==> src/qdc_pkg.sv <==
// Constants, register map and decode helpers of the motion decoder
package qdc_pkg;

  // ==========================================================
  // Register offsets
  localparam logic [11:0] OFS_ENABLE = 12'h500;
  localparam logic [11:0] OFS_LED_POLARITY = 12'h504;
  localparam logic [11:0] OFS_SMPPER = 12'h508;
  localparam logic [11:0] OFS_SAMPLE = 12'h50C;
  localparam logic [11:0] OFS_RPTPER = 12'h510;
  localparam logic [11:0] OFS_TOTAL = 12'h514;
  localparam logic [11:0] OFS_SNAP = 12'h518;
  localparam logic [11:0] OFS_DBLCNT = 12'h544;
  localparam logic [11:0] OFS_DBLSNAP = 12'h548;
  localparam logic [11:0] OFS_TASK_CLR_ALL = 12'h010;
  localparam logic [11:0] OFS_TASK_CLR_TOTAL = 12'h014;
  localparam logic [11:0] OFS_TASK_CLR_DBL = 12'h018;
  localparam logic [11:0] OFS_EVT_STATUS = 12'h100;
  localparam logic [11:0] OFS_IRQ_MASK = 12'h300;

  // ==========================================================
  // Reset values and field widths
  localparam logic [3:0] RST_SMPPER = 4'h0;
  localparam logic [3:0] RST_RPTPER = 4'h0;
  localparam logic [3:0] SMPPER_MAX = 4'hA;
  localparam int DBL_W = 4;
  localparam int RPT_CNT_W = 9;

  // ==========================================================
  // Event bits in status and mask
  localparam int EVT_SAMPLE = 0;
  localparam int EVT_REPORT = 1;
  localparam int EVT_OVERFLOW = 2;
  localparam int EVT_DOUBLE = 3;
  localparam int EVT_N = 4;

  // ==========================================================
  // Timing: shortest sample period at the 50 ns clock
  localparam int SAMPLE_BASE_US = 128;
  localparam int CLK_PERIOD_NS = 50;
  localparam int SAMPLE_BASE_CYC = SAMPLE_BASE_US * 1000 / CLK_PERIOD_NS;

  // Sample codes: difference of gray positions, 2'b10 is a double step
  localparam logic [1:0] SMP_DOUBLE = 2'h2;

  // Samples per report for a period code
  function automatic logic [RPT_CNT_W-1:0] rpt_samples(input logic [3:0] code);
    unique case (code)
      4'h0: rpt_samples = 9'h00A;
      4'h1: rpt_samples = 9'h028;
      4'h2: rpt_samples = 9'h050;
      4'h3: rpt_samples = 9'h078;
      4'h4: rpt_samples = 9'h0A0;
      4'h5: rpt_samples = 9'h0C8;
      4'h6: rpt_samples = 9'h0F0;
      4'h7: rpt_samples = 9'h118;
      4'h8: rpt_samples = 9'h001;
      default: rpt_samples = 9'h00A;
    endcase
  endfunction

  // Sample code as a register word: -1, 0, +1 or 2
  function automatic logic [31:0] smp_word(input logic [1:0] code);
    smp_word = (code == SMP_DOUBLE) ? 32'h0000_0002 : {{30{code[1]}}, code};
  endfunction

endpackage

==> src/qdc_smp_if.sv <==
// Link between the register core and the pin sampler
`timescale 1ns/1ps
interface qdc_smp_if;
  logic enable;
  logic [3:0] period_sel;
  logic strobe;
  logic [1:0] code;

  modport sampler (input enable, input period_sel, output strobe, output code);
  modport core (output enable, output period_sel, input strobe, input code);
endinterface

==> src/qdc_sampler.sv <==
// Phase pin synchroniser, sample timer and transition decode
`timescale 1ns/1ps
module qdc_sampler #(
  parameter int CNT_W = 22,
  parameter logic [21:0] BASE_CYC = 22'(qdc_pkg::SAMPLE_BASE_CYC)
) (
  // Clock and reset
  input wire logic clk,
  input wire logic rst,
  // Raw phase pins
  input wire logic pin_a,
  input wire logic pin_b,
  // Core side
  qdc_smp_if.sampler smp
);

  // ==========================================================
  // Two-stage synchronisers
  logic [1:0] sync1_q;
  logic [1:0] sync2_q;
  always_ff @(posedge clk) begin
    sync1_q <= {pin_a, pin_b};
    sync2_q <= sync1_q;
  end

  // ==========================================================
  // Sample timer: period is the base period doubled per code step
  logic [CNT_W-1:0] tmr_q;
  logic [1:0] prev_q;
  logic strobe_q;
  logic [1:0] code_q;
  wire logic [3:0] sel_clamped = (smp.period_sel > qdc_pkg::SMPPER_MAX) ? qdc_pkg::SMPPER_MAX : smp.period_sel;
  wire logic [CNT_W-1:0] period_cyc = CNT_W'(BASE_CYC) << sel_clamped;
  wire logic tick = smp.enable && (tmr_q >= period_cyc - CNT_W'(1));
  // Gray position: 00, 01, 11, 10 map to 0..3
  wire logic [1:0] cur_pos = {sync2_q[1], sync2_q[1] ^ sync2_q[0]};

  always_ff @(posedge clk) begin
    if (rst) begin
      tmr_q <= '0;
      prev_q <= 2'h0;
      strobe_q <= 1'b0;
      code_q <= 2'h0;
    end else begin
      tmr_q <= (!smp.enable || tick) ? '0 : tmr_q + CNT_W'(1);
      strobe_q <= tick;
      // Position tracks while idle so the first sample sees no false step
      if (tick || !smp.enable) begin
        prev_q <= cur_pos;
      end
      if (tick) begin
        code_q <= cur_pos - prev_q;
      end
    end
  end

  assign smp.strobe = strobe_q;
  assign smp.code = code_q;

endmodule // qdc_sampler

==> src/qdc_top.sv <==
// Motion decoder: APB registers, total, double count, reports and interrupt
`timescale 1ns/1ps
module qdc_top #(
  parameter logic [21:0] BASE_CYC = 22'(qdc_pkg::SAMPLE_BASE_CYC)
) (
  // Clock and reset
  input wire logic REF_CLK,
  input wire logic RST,
  // APB slave
  input wire logic PSEL,
  input wire logic PENABLE,
  input wire logic PWRITE,
  input wire logic [11:0] PADDR,
  input wire logic [31:0] PWDATA,
  output logic [31:0] PRDATA,
  output logic PREADY,
  output logic PSLVERR,
  // Encoder pins
  input wire logic PHASE_A,
  input wire logic PHASE_B,
  // LED pin
  output logic LED_OUT,
  output logic LED_OE_N,
  // Pin ownership toward the GPIO mux
  output logic PINS_OWNED,
  // Interrupt
  output logic IRQ
);

  // ==========================================================
  // Sampler
  qdc_smp_if smp ();

  qdc_sampler #(
    .CNT_W(22),
    .BASE_CYC(BASE_CYC)
  ) u_sampler (
    .clk(REF_CLK),
    .rst(RST),
    .pin_a(PHASE_A),
    .pin_b(PHASE_B),
    .smp(smp)
  );

  // ==========================================================
  // Register state
  logic enable_q;
  logic led_pol_q;
  logic [3:0] smp_per_q;
  logic [3:0] rpt_per_q;
  logic [1:0] sample_q;
  logic [31:0] total_q;
  logic [31:0] total_d;
  logic [31:0] snap_q;
  logic [qdc_pkg::DBL_W-1:0] dbl_q;
  logic [qdc_pkg::DBL_W-1:0] dbl_d;
  logic [qdc_pkg::DBL_W-1:0] dbl_snap_q;
  logic [qdc_pkg::RPT_CNT_W-1:0] rpt_cnt_q;
  logic [qdc_pkg::EVT_N-1:0] status_q;
  logic [qdc_pkg::EVT_N-1:0] mask_q;
  logic [qdc_pkg::EVT_N-1:0] evt_set;

  assign smp.enable = enable_q;
  assign smp.period_sel = smp_per_q;

  // ==========================================================
  // APB decode
  logic pready_q;
  logic pslverr_q;
  logic [31:0] prdata_q;

  wire logic access = PSEL && PENABLE;
  wire logic done = access && pready_q;
  wire logic wr_fire = done && PWRITE;
  wire logic sel_enable = (PADDR == qdc_pkg::OFS_ENABLE);
  wire logic sel_led_polarity = (PADDR == qdc_pkg::OFS_LED_POLARITY);
  wire logic sel_smpper = (PADDR == qdc_pkg::OFS_SMPPER);
  wire logic sel_sample = (PADDR == qdc_pkg::OFS_SAMPLE);
  wire logic sel_rptper = (PADDR == qdc_pkg::OFS_RPTPER);
  wire logic sel_total = (PADDR == qdc_pkg::OFS_TOTAL);
  wire logic sel_snap = (PADDR == qdc_pkg::OFS_SNAP);
  wire logic sel_dblcnt = (PADDR == qdc_pkg::OFS_DBLCNT);
  wire logic sel_dblsnap = (PADDR == qdc_pkg::OFS_DBLSNAP);
  wire logic sel_clr_all = (PADDR == qdc_pkg::OFS_TASK_CLR_ALL);
  wire logic sel_clr_total = (PADDR == qdc_pkg::OFS_TASK_CLR_TOTAL);
  wire logic sel_clr_dbl = (PADDR == qdc_pkg::OFS_TASK_CLR_DBL);
  wire logic sel_status = (PADDR == qdc_pkg::OFS_EVT_STATUS);
  wire logic sel_mask = (PADDR == qdc_pkg::OFS_IRQ_MASK);
  // Unmapped words answer with an error and read as zero
  wire logic mapped = sel_enable || sel_led_polarity || sel_smpper || sel_sample || sel_rptper || sel_total
    || sel_snap || sel_dblcnt || sel_dblsnap || sel_clr_all || sel_clr_total || sel_clr_dbl
    || sel_status || sel_mask;

  // Read mux; task registers read as zero
  logic [31:0] rd_data;
  always_comb begin
    rd_data = 32'h0000_0000;
    if (sel_enable) begin
      rd_data = {31'h0, enable_q};
    end
    if (sel_led_polarity) begin
      rd_data = {31'h0, led_pol_q};
    end
    if (sel_smpper) begin
      rd_data = {28'h0, smp_per_q};
    end
    if (sel_sample) begin
      rd_data = qdc_pkg::smp_word(sample_q);
    end
    if (sel_rptper) begin
      rd_data = {28'h0, rpt_per_q};
    end
    if (sel_total) begin
      rd_data = total_q;
    end
    if (sel_snap) begin
      rd_data = snap_q;
    end
    if (sel_dblcnt) begin
      rd_data = {28'h0, dbl_q};
    end
    if (sel_dblsnap) begin
      rd_data = {28'h0, dbl_snap_q};
    end
    if (sel_status) begin
      rd_data = {28'h0, status_q};
    end
    if (sel_mask) begin
      rd_data = {28'h0, mask_q};
    end
  end

  // One wait state: data and error are registered with ready
  // Only the first access cycle launches an answer, so ready never stretches
  wire logic first_access = access && !pready_q;
  // Writes answer with zero data so a refused write never shows stale read data
  wire logic [31:0] prdata_d = PWRITE ? 32'h0000_0000 : rd_data;

  always_ff @(posedge REF_CLK) begin
    if (RST) begin
      pready_q <= 1'b0;
      pslverr_q <= 1'b0;
      prdata_q <= 32'h0000_0000;
    end else begin
      pready_q <= first_access;
      pslverr_q <= first_access && !mapped;
      if (first_access) begin
        prdata_q <= prdata_d;
      end
    end
  end

  // ==========================================================
  // Tasks
  // Write-one strobes; a zero write does nothing
  wire logic task_clr_all = wr_fire && sel_clr_all && PWDATA[0];
  wire logic task_clr_total = wr_fire && sel_clr_total && PWDATA[0];
  wire logic task_clr_dbl = wr_fire && sel_clr_dbl && PWDATA[0];
  wire logic clr_total = task_clr_all || task_clr_total;
  wire logic clr_dbl = task_clr_all || task_clr_dbl;

  // ==========================================================
  // Control registers
  // Write strobes; writes to read-only words match none of them and fall away
  wire logic wr_enable = wr_fire && sel_enable;
  wire logic wr_led_polarity = wr_fire && sel_led_polarity;
  wire logic wr_smpper = wr_fire && sel_smpper;
  wire logic wr_rptper = wr_fire && sel_rptper;
  wire logic wr_mask = wr_fire && sel_mask;
  wire logic wr_status = wr_fire && sel_status;

  always_ff @(posedge REF_CLK) begin
    if (RST) begin
      enable_q <= 1'b0;
      led_pol_q <= 1'b0;
      smp_per_q <= qdc_pkg::RST_SMPPER;
      rpt_per_q <= qdc_pkg::RST_RPTPER;
      mask_q <= '0;
    end else begin
      if (wr_enable) begin
        enable_q <= PWDATA[0];
      end
      if (wr_led_polarity) begin
        led_pol_q <= PWDATA[0];
      end
      if (wr_smpper) begin
        smp_per_q <= PWDATA[3:0];
      end
      if (wr_rptper) begin
        rpt_per_q <= PWDATA[3:0];
      end
      if (wr_mask) begin
        mask_q <= PWDATA[qdc_pkg::EVT_N-1:0];
      end
    end
  end

  // ==========================================================
  // Total and double count
  // A clear in the same cycle as a sample starts from zero so the sample survives.
  wire logic smp_valid = smp.strobe;
  wire logic is_double = smp_valid && (smp.code == qdc_pkg::SMP_DOUBLE);
  wire logic is_step = smp_valid && (smp.code != qdc_pkg::SMP_DOUBLE) && (smp.code != 2'h0);
  wire logic step_up = !smp.code[1];
  wire logic [31:0] total_base = clr_total ? 32'h0000_0000 : total_q;
  wire logic at_max = (total_base == 32'h7FFF_FFFF);
  wire logic at_min = (total_base == 32'h8000_0000);
  wire logic total_ovf = is_step && (step_up ? at_max : at_min);
  wire logic [qdc_pkg::DBL_W-1:0] dbl_base = clr_dbl ? '0 : dbl_q;
  // A double step on a saturated count is dropped and flags overflow
  wire logic dbl_ovf = is_double && (&dbl_base);
  wire logic [31:0] total_inc = total_base + 32'h0000_0001;
  wire logic [31:0] total_dec = total_base - 32'h0000_0001;

  always_comb begin
    total_d = total_base;
    if (is_step && !total_ovf) begin
      total_d = step_up ? total_inc : total_dec;
    end
  end

  always_comb begin
    dbl_d = dbl_base;
    if (is_double && !dbl_ovf) begin
      dbl_d = dbl_base + qdc_pkg::DBL_W'(1);
    end
  end

  always_ff @(posedge REF_CLK) begin
    if (RST) begin
      total_q <= 32'h0000_0000;
      dbl_q <= '0;
      sample_q <= 2'h0;
    end else begin
      total_q <= total_d;
      dbl_q <= dbl_d;
      if (smp_valid) begin
        sample_q <= smp.code;
      end
    end
  end

  // Snapshots take the value before this cycle's clear
  always_ff @(posedge REF_CLK) begin
    if (RST) begin
      snap_q <= 32'h0000_0000;
      dbl_snap_q <= '0;
    end else begin
      if (clr_total) begin
        snap_q <= total_q;
      end
      if (clr_dbl) begin
        dbl_snap_q <= dbl_q;
      end
    end
  end

  // ==========================================================
  // Report period
  // Interval in time is sample period times this count.
  wire logic [qdc_pkg::RPT_CNT_W-1:0] rpt_len = qdc_pkg::rpt_samples(rpt_per_q);
  wire logic [qdc_pkg::RPT_CNT_W-1:0] rpt_cnt_inc = rpt_cnt_q + qdc_pkg::RPT_CNT_W'(1);
  // A shortened period acts at once: a count already past the end closes the report
  wire logic rpt_end = smp_valid && (rpt_cnt_inc >= rpt_len);

  // Held at zero while disabled so a re-enable starts a full period
  always_ff @(posedge REF_CLK) begin
    if (RST) begin
      rpt_cnt_q <= '0;
    end else if (!enable_q || rpt_end) begin
      rpt_cnt_q <= '0;
    end else if (smp_valid) begin
      rpt_cnt_q <= rpt_cnt_inc;
    end
  end

  // ==========================================================
  // Events: sticky, write one to clear, set wins
  always_comb begin
    evt_set = '0;
    evt_set[qdc_pkg::EVT_SAMPLE] = smp_valid;
    evt_set[qdc_pkg::EVT_REPORT] = rpt_end && (total_d != 32'h0000_0000);
    evt_set[qdc_pkg::EVT_OVERFLOW] = total_ovf || dbl_ovf;
    evt_set[qdc_pkg::EVT_DOUBLE] = rpt_end && (dbl_d != '0);
  end

  wire logic [qdc_pkg::EVT_N-1:0] evt_clr = wr_status ? PWDATA[qdc_pkg::EVT_N-1:0] : '0;

  // One flag per event; the set term is ORed over the cleared flag so a clear in the same cycle never hides an event
  logic [qdc_pkg::EVT_N-1:0] status_d;
  for (genvar g = 0; g < qdc_pkg::EVT_N; g++) begin : g_evt
    assign status_d[g] = evt_set[g] || (status_q[g] && !evt_clr[g]);
  end

  // Interrupt is built from the next status so it rises with its flag, not a cycle later
  wire logic [qdc_pkg::EVT_N-1:0] pending = status_d & mask_q;
  wire logic irq_d = |pending;

  logic irq_q;
  always_ff @(posedge REF_CLK) begin
    if (RST) begin
      status_q <= '0;
      irq_q <= 1'b0;
    end else begin
      status_q <= status_d;
      irq_q <= irq_d;
    end
  end

  // ==========================================================
  // Pins
  // Lit whenever the decoder runs; pre-sample LED timing is not modelled.
  logic led_q;
  logic led_oe_n_q;
  logic owned_q;
  // Enable is active low; the pad goes back to GPIO when the decoder is off
  wire logic led_d = led_pol_q;
  wire logic led_oe_n_d = !enable_q;
  wire logic owned_d = enable_q;

  always_ff @(posedge REF_CLK) begin
    if (RST) begin
      led_q <= 1'b0;
      led_oe_n_q <= 1'b1;
      owned_q <= 1'b0;
    end else begin
      led_q <= led_d;
      led_oe_n_q <= led_oe_n_d;
      owned_q <= owned_d;
    end
  end

  // ==========================================================
  // Outputs
  assign PRDATA = prdata_q;
  assign PREADY = pready_q;
  assign PSLVERR = pslverr_q;
  assign LED_OUT = led_q;
  assign LED_OE_N = led_oe_n_q;
  assign PINS_OWNED = owned_q;
  assign IRQ = irq_q;

endmodule // qdc_top

==> config.mk <==
export PLATFORM = sky130hd
export DESIGN_NAME = qdc_top
export DESIGN_NICKNAME = d
export VERILOG_FILES = /design/src/qdc_pkg.sv /design/src/qdc_smp_if.sv /design/src/qdc_sampler.sv /design/src/qdc_top.sv
export SDC_FILE = /design/constraint.sdc
export NUM_CORES = 1
export LEC_CHECK = 0
export ABC_AREA = 1
export CAP_MARGIN = 25
export CORE_UTILIZATION = 60
export DETAILED_ROUTE_END_ITERATION = 6
export DONT_BUFFER_PORTS = 1
export PLACE_DENSITY_LB_ADDON = 0.25
export SETUP_SLACK_MARGIN = 0.05
export SYNTH_ARGS = -nofsm -noshare
export SYNTH_HDL_FRONTEND = slang
export SYNTH_HIERARCHICAL = 1
export SYNTH_SLANG_ARGS = --single-unit
==> constraint.sdc <==
create_clock -name REF_CLK -period 5.4 [get_ports REF_CLK]
set_input_delay 1.35 -clock REF_CLK [delete_from_list [all_inputs] [get_ports REF_CLK]]
set_output_delay 1.35 -clock REF_CLK [all_outputs]
set_load 0.01 [all_outputs]
Word level (Yosys, flattened, before mapping):

Memories as Yosys holds them, arrays and structs flattened. A register that Yosys moved wholly into a read port is not among the register bits.
Index checks and enable logic that the tools add are counted.

* $add $sub $neg: 7
* multiply operators: 0
* div/mod/pow operators: 0
* magnitude comparators: 3
* equality and inequality tests: 19
* shift-type cells: 1
* multiplexer cells: 23
* bitwise operators: 2
* reductions and logical operators: 70

Operators with widths (count)
* $mux W32: 15
* $eq A12 B11 Y1 const B: 9
* $eq A12 B5 Y1 const B: 3
* $add A32 B1 Y32 const B: 1
* $eq A32 B31 Y1 const B: 1
* $eq A32 B32 Y1 const B: 1
* $logic_and A1 B1 Y1: 32
* $reduce_bool A32 Y1: 1
* $sub A32 B1 Y32 const B: 1
* $mux W4: 6
* $add A22 B1 Y22 const B: 1
* $ge A22 B22 Y1: 1
* $logic_or A1 B1 Y1: 22
* $shl A12 B4 Y22 const A: 1
* $sub A22 B1 Y22 const B: 1
* $eq A12 B10 Y1 const B: 1
* $eq A12 B9 Y1 const B: 1
* $add A9 B1 Y9 const B: 1
* $ge A9 B9 Y1: 1
* $logic_not A1 Y1: 9
* $add A4 B1 Y4 const B: 1
* $and A4 B4 Y4: 1
* $eq A2 B2 Y1 const B: 2
* $gt A4 B4 Y1 const B: 1
* 9 further kinds: 11

* register bits after elaboration: 170
* latch bits: 0
* memory bits (writable): 0
* memory bits (read-only): 128
* input port bits: 51
* output and inout port bits: 38
* memories kept: 1

Memories
* (name not given): words 16, width 8, rd ports 1, clocked after memory_dff 1, wr ports 0, RTL line qdc_pkg.sv:48 `unique case (code)`

Depth between registers and ports, before layout:

* depth in word-level cells: 18
* depth in mapped cells: 31
* depth with buffers taken out: 30

By module:

The synthesis kept the hierarchy.

Modules (own cells, without submodules)
* qdc_top: instances 1, cells an instance 1382, area each 9053.7 µm², sequential area each 2942.8 µm²
* qdc_sampler: instances 1, cells an instance 268, area each 1899.3 µm², sequential area each 620.6 µm²

Least setup slack after synthesis:

OpenSTA, ideal clock, no wires.

* path type: input port to flip-flop
* start: in PADDR[1]
* end: reg irq_q, in the netlist IRQ
* setup time: 0.116 ns
* data arrival time: 4.700 ns
* setup slack: 0.584 ns
* cell stages on the path: 26
* path buffers: 3
* cell sequence: or2_4 -> nor2_8 -> nand3_4 -> clkinv_1 -> clkbuf_1 -> clkbuf_1 -> nor2_1 -> ha_1 -> nand2_1 -> nor3_1 -> nand3_1 -> nor3_1 -> nand2_1 -> nor2_4 -> nand2_2 -> nand3_4 -> buf_2 -> o21ai_1 -> o21ai_0 -> nand3_1 -> nor2_1 -> nand4_1 -> nand2_1 -> nand2_1 -> nand3_1 -> nand2_1

* word-level cells in the longest chain between the ends: 16

Ends and longest elaborated chain
* start: declaration: RTL line qdc_top.sv:13 `input wire logic [11:0] PADDR,`
* parallel branches: the longest is 14 deep, another holds $add A32 B1 Y32
* $and A4 B4 Y4 (*): RTL line qdc_top.sv:296 `wire logic [qdc_pkg::EVT_N-1:0] pending = status_d & mask_q;`
* $reduce_or A4 Y1 (*): RTL line qdc_top.sv:297 `wire logic irq_d = |pending;`
* end signal: assignment: RTL line qdc_top.sv:306 `irq_q <= irq_d;`
* end: declaration: RTL line qdc_top.sv:299 `logic irq_q;`

Mark *: on every way between the ends.
A chain may end at the register's enable or synchronous reset.

Worst setup path in the final report:

* start: in PADDR[11]
* end: reg irq_q, in the netlist IRQ

The elaborated chain is that of the path after synthesis.

==> impl_metrics.toml <==
[global_routing]
grt_pass1_vias = 10200
antenna_found_initial = 0
grt_max_degree = 85
gr-total-overflow = 0
grt_first_pass_wirelength_mm = 47.4
grt_usage = 0.322

[cts]
worstSkewPairLatency_ns = 0.44
cts_hold_buf = 0
clock-sinks = 178
cts_tree = "built"
cts_root_buffer = "clkbuf_16"
cts_buffers = 17
clkTransAtPathRegs_ns = 0.07
htreeDepth = 4
post_cts_buffers = 0
cts_resized = 0
clockBufferDepth = 2

[floorplan]
design.core.area_mm2 = 0.0179
rows = 49
die_w_um = 137
start_util = 0.612
dieArea_mm2 = 0.0188
die_height_um = 137
ios = 89

[worst_setup_path]
cpMostUsedCell = "nand2_1"
cp-end-kind = "register"
cp-start-kind = "primary input"
cp_max_fo = 9
worstPathArrival_ns = 5.08
path_buf_inv = 5
slowest_stage = "a21oi_2"
max_stage_delay_ns = 0.50
rrSetupSlack_ns = 1.25
cp.required_ns = 5.73
worstSetupPathType = "primary input to register"
cp_top_family = "simple AND/OR/NAND/NOR gates"

[timing]
fin_crit_ns = 4.75
setup_viol = 0
maxSlewViolCount = 0
clock.fmax_ghz = 0.211
whs_ns = 0.337
fin_crit_sh = 0.879
hold_viol_final = 0
rsz0062_at_grt = "no"
slew_headroom = 0.451
setup_tns_ns = 0
clock_skew_ns = 0.0138
setup_ws_ns = 0.652
tightest_slew_ns = 0.823

[final_layout]
n_antenna_cell = 0
drive_gt1_frac = 0.0799
nNetsFinal = 1801
regArea_mm2 = 0.00356
layout_commonest_cell = "nand2_1"
final_cell_mix = "nand2_1 (326), nor2_1 (239), inv_1 (213), dfxtp_1 (178), a21oi_1 (156)"
syn_to_final_growth_pct = 11.4
fin_cells = 1931
multi_input_area_mm2 = 0.00635
fin_area_mm2 = 0.0122
final_core_util = 0.682
fillers = 1571

[power]
peakVddDrop_mv = 0.252
power.total_mw = 2.65
power_leakage_nw = 5.45
powerDensity_mw_per_mm2 = 217

[routing]
dr.pass1.iters = 7
viasPerCell = 5.69
drc = 0
drtIter0Drc = 816
ant_nets = 0
drt-wirelength-per-cell_um = 15.5
drt-total-wl_mm = 29.9
vias = 11000

[place]
dp_cells = 1899
io_buffers = 0
post-dp-hpwl_mm = 22.4
placed_cell_area_mm2 = 0.0116
post-place-ws_ns = 0.297
gp_congestion = 0.952

[synthesis]
yosysWarnings = 6
syn_nets = 1762
ys_types = 55
yosys.area.top_type = "dfxtp_1"
yosysSeqAreaShare = 0.325
synth_seq_cells = 178
synthTopCellsByArea = "dfxtp_1 (33%), nand2_1 (11%), nor2_1 (8.2%)"
synth.top_cell.area_share = 0.325
syn_inst = 1650
avgSynthCellArea_um2 = 6.64
syn_area_mm2 = 0.0110

[run_status]
status = "finished, final reports clean"

[worst_hold_path]
hold_class = "register to register"

[flow_run]
max-cap-violations = 0
[routing by layer]
metal / GRT usage / vias to the layer above / routed length, um / share of wire
met4: 0.179 / 0 / 1490 / 0.050
met1: 0.380 / 5076 / 12500 / 0.42
met5: 0 / - / 0 / 0
met3: 0.0485 / 104 / 1420 / 0.048
met2: 0.555 / 327 / 14500 / 0.48
li1: - / 5486 / - / -
[logic make-up after synthesis]
kind of cell    share of synthesized area
compound gates                      0.185
xor+xnor                           0.0382
fa+ha+maj                          0.0697
buf+inv                            0.0960
flops                               0.325
simple gates                        0.286
[sequential cells by signal (all words and copies together) (netlist names), 2 cells and up]
register,flops
u_sampler/tmr_q,22
rpt_per_q,4
PRDATA,32
rpt_len,8
rpt_cnt_q,9
u_sampler/sync2_q,2
dbl_snap_q,4
u_sampler/sync1_q,2
snap_q,32
total_q,32
mask_q,4
u_sampler/prev_q,2
sample_q,2
status_q,4
smp.period_sel,4
dbl_q,4
u_sampler/smp.code,2
[synthesized netlist by cell type (all sizes together)]
library cell	number
nand2	332
nor2	248
inv	214
dfxtp	178
a21oi	157
o21ai	138
nand3	95
ha	61
clkbuf	39
xor2	33
o211ai	25
nor3	22
nand4	14
xnor2	13
nand3b	11
a31oi	10
buf	10
a211oi	9
clkinv	6
o2111ai	6
a21o	5
nor4	5
o21a	4
o21bai	3
or2	2
a2111o	1
a21boi	1
a221oi	1
a311oi	1
a31o	1
a41oi	1
nor3b	1
o221a	1
o221ai	1
o31ai	1
[power breakdown]
part / internal, mW / leakage [nW] / switching, mW
clock: 0.670 / 0.300 / 0.619
combinational: 0.0115 / 3.71 / 0.0282
sequential: 1.31 / 1.44 / 0.00215
[area by class of cell]
cell class                 instances  share of cell area
multi-input combinational       1203               0.520
sequential                       178               0.292
inverter                         220              0.0677
timing repair buffer              69              0.0465
clock buffer                      17              0.0349
tap                              229              0.0235
clock inverter                    15              0.0156
[path summary, 6_finish.rpt]
check	from	cells past startpoint	endpoint
worst max-delay path	PADDR[11]	27	IRQ$_SDFF_PP0_
worst min register to register	u_sampler/sync1_q[0]$_DFF_P_	0	u_sampler/sync2_q[0]$_DFF_P_
worst max register to register	PREADY$_SDFF_PP0_	26	IRQ$_SDFF_PP0_
worst min-delay path	u_sampler/sync1_q[0]$_DFF_P_	0	u_sampler/sync2_q[0]$_DFF_P_
(Power assumes the default switching activity.)
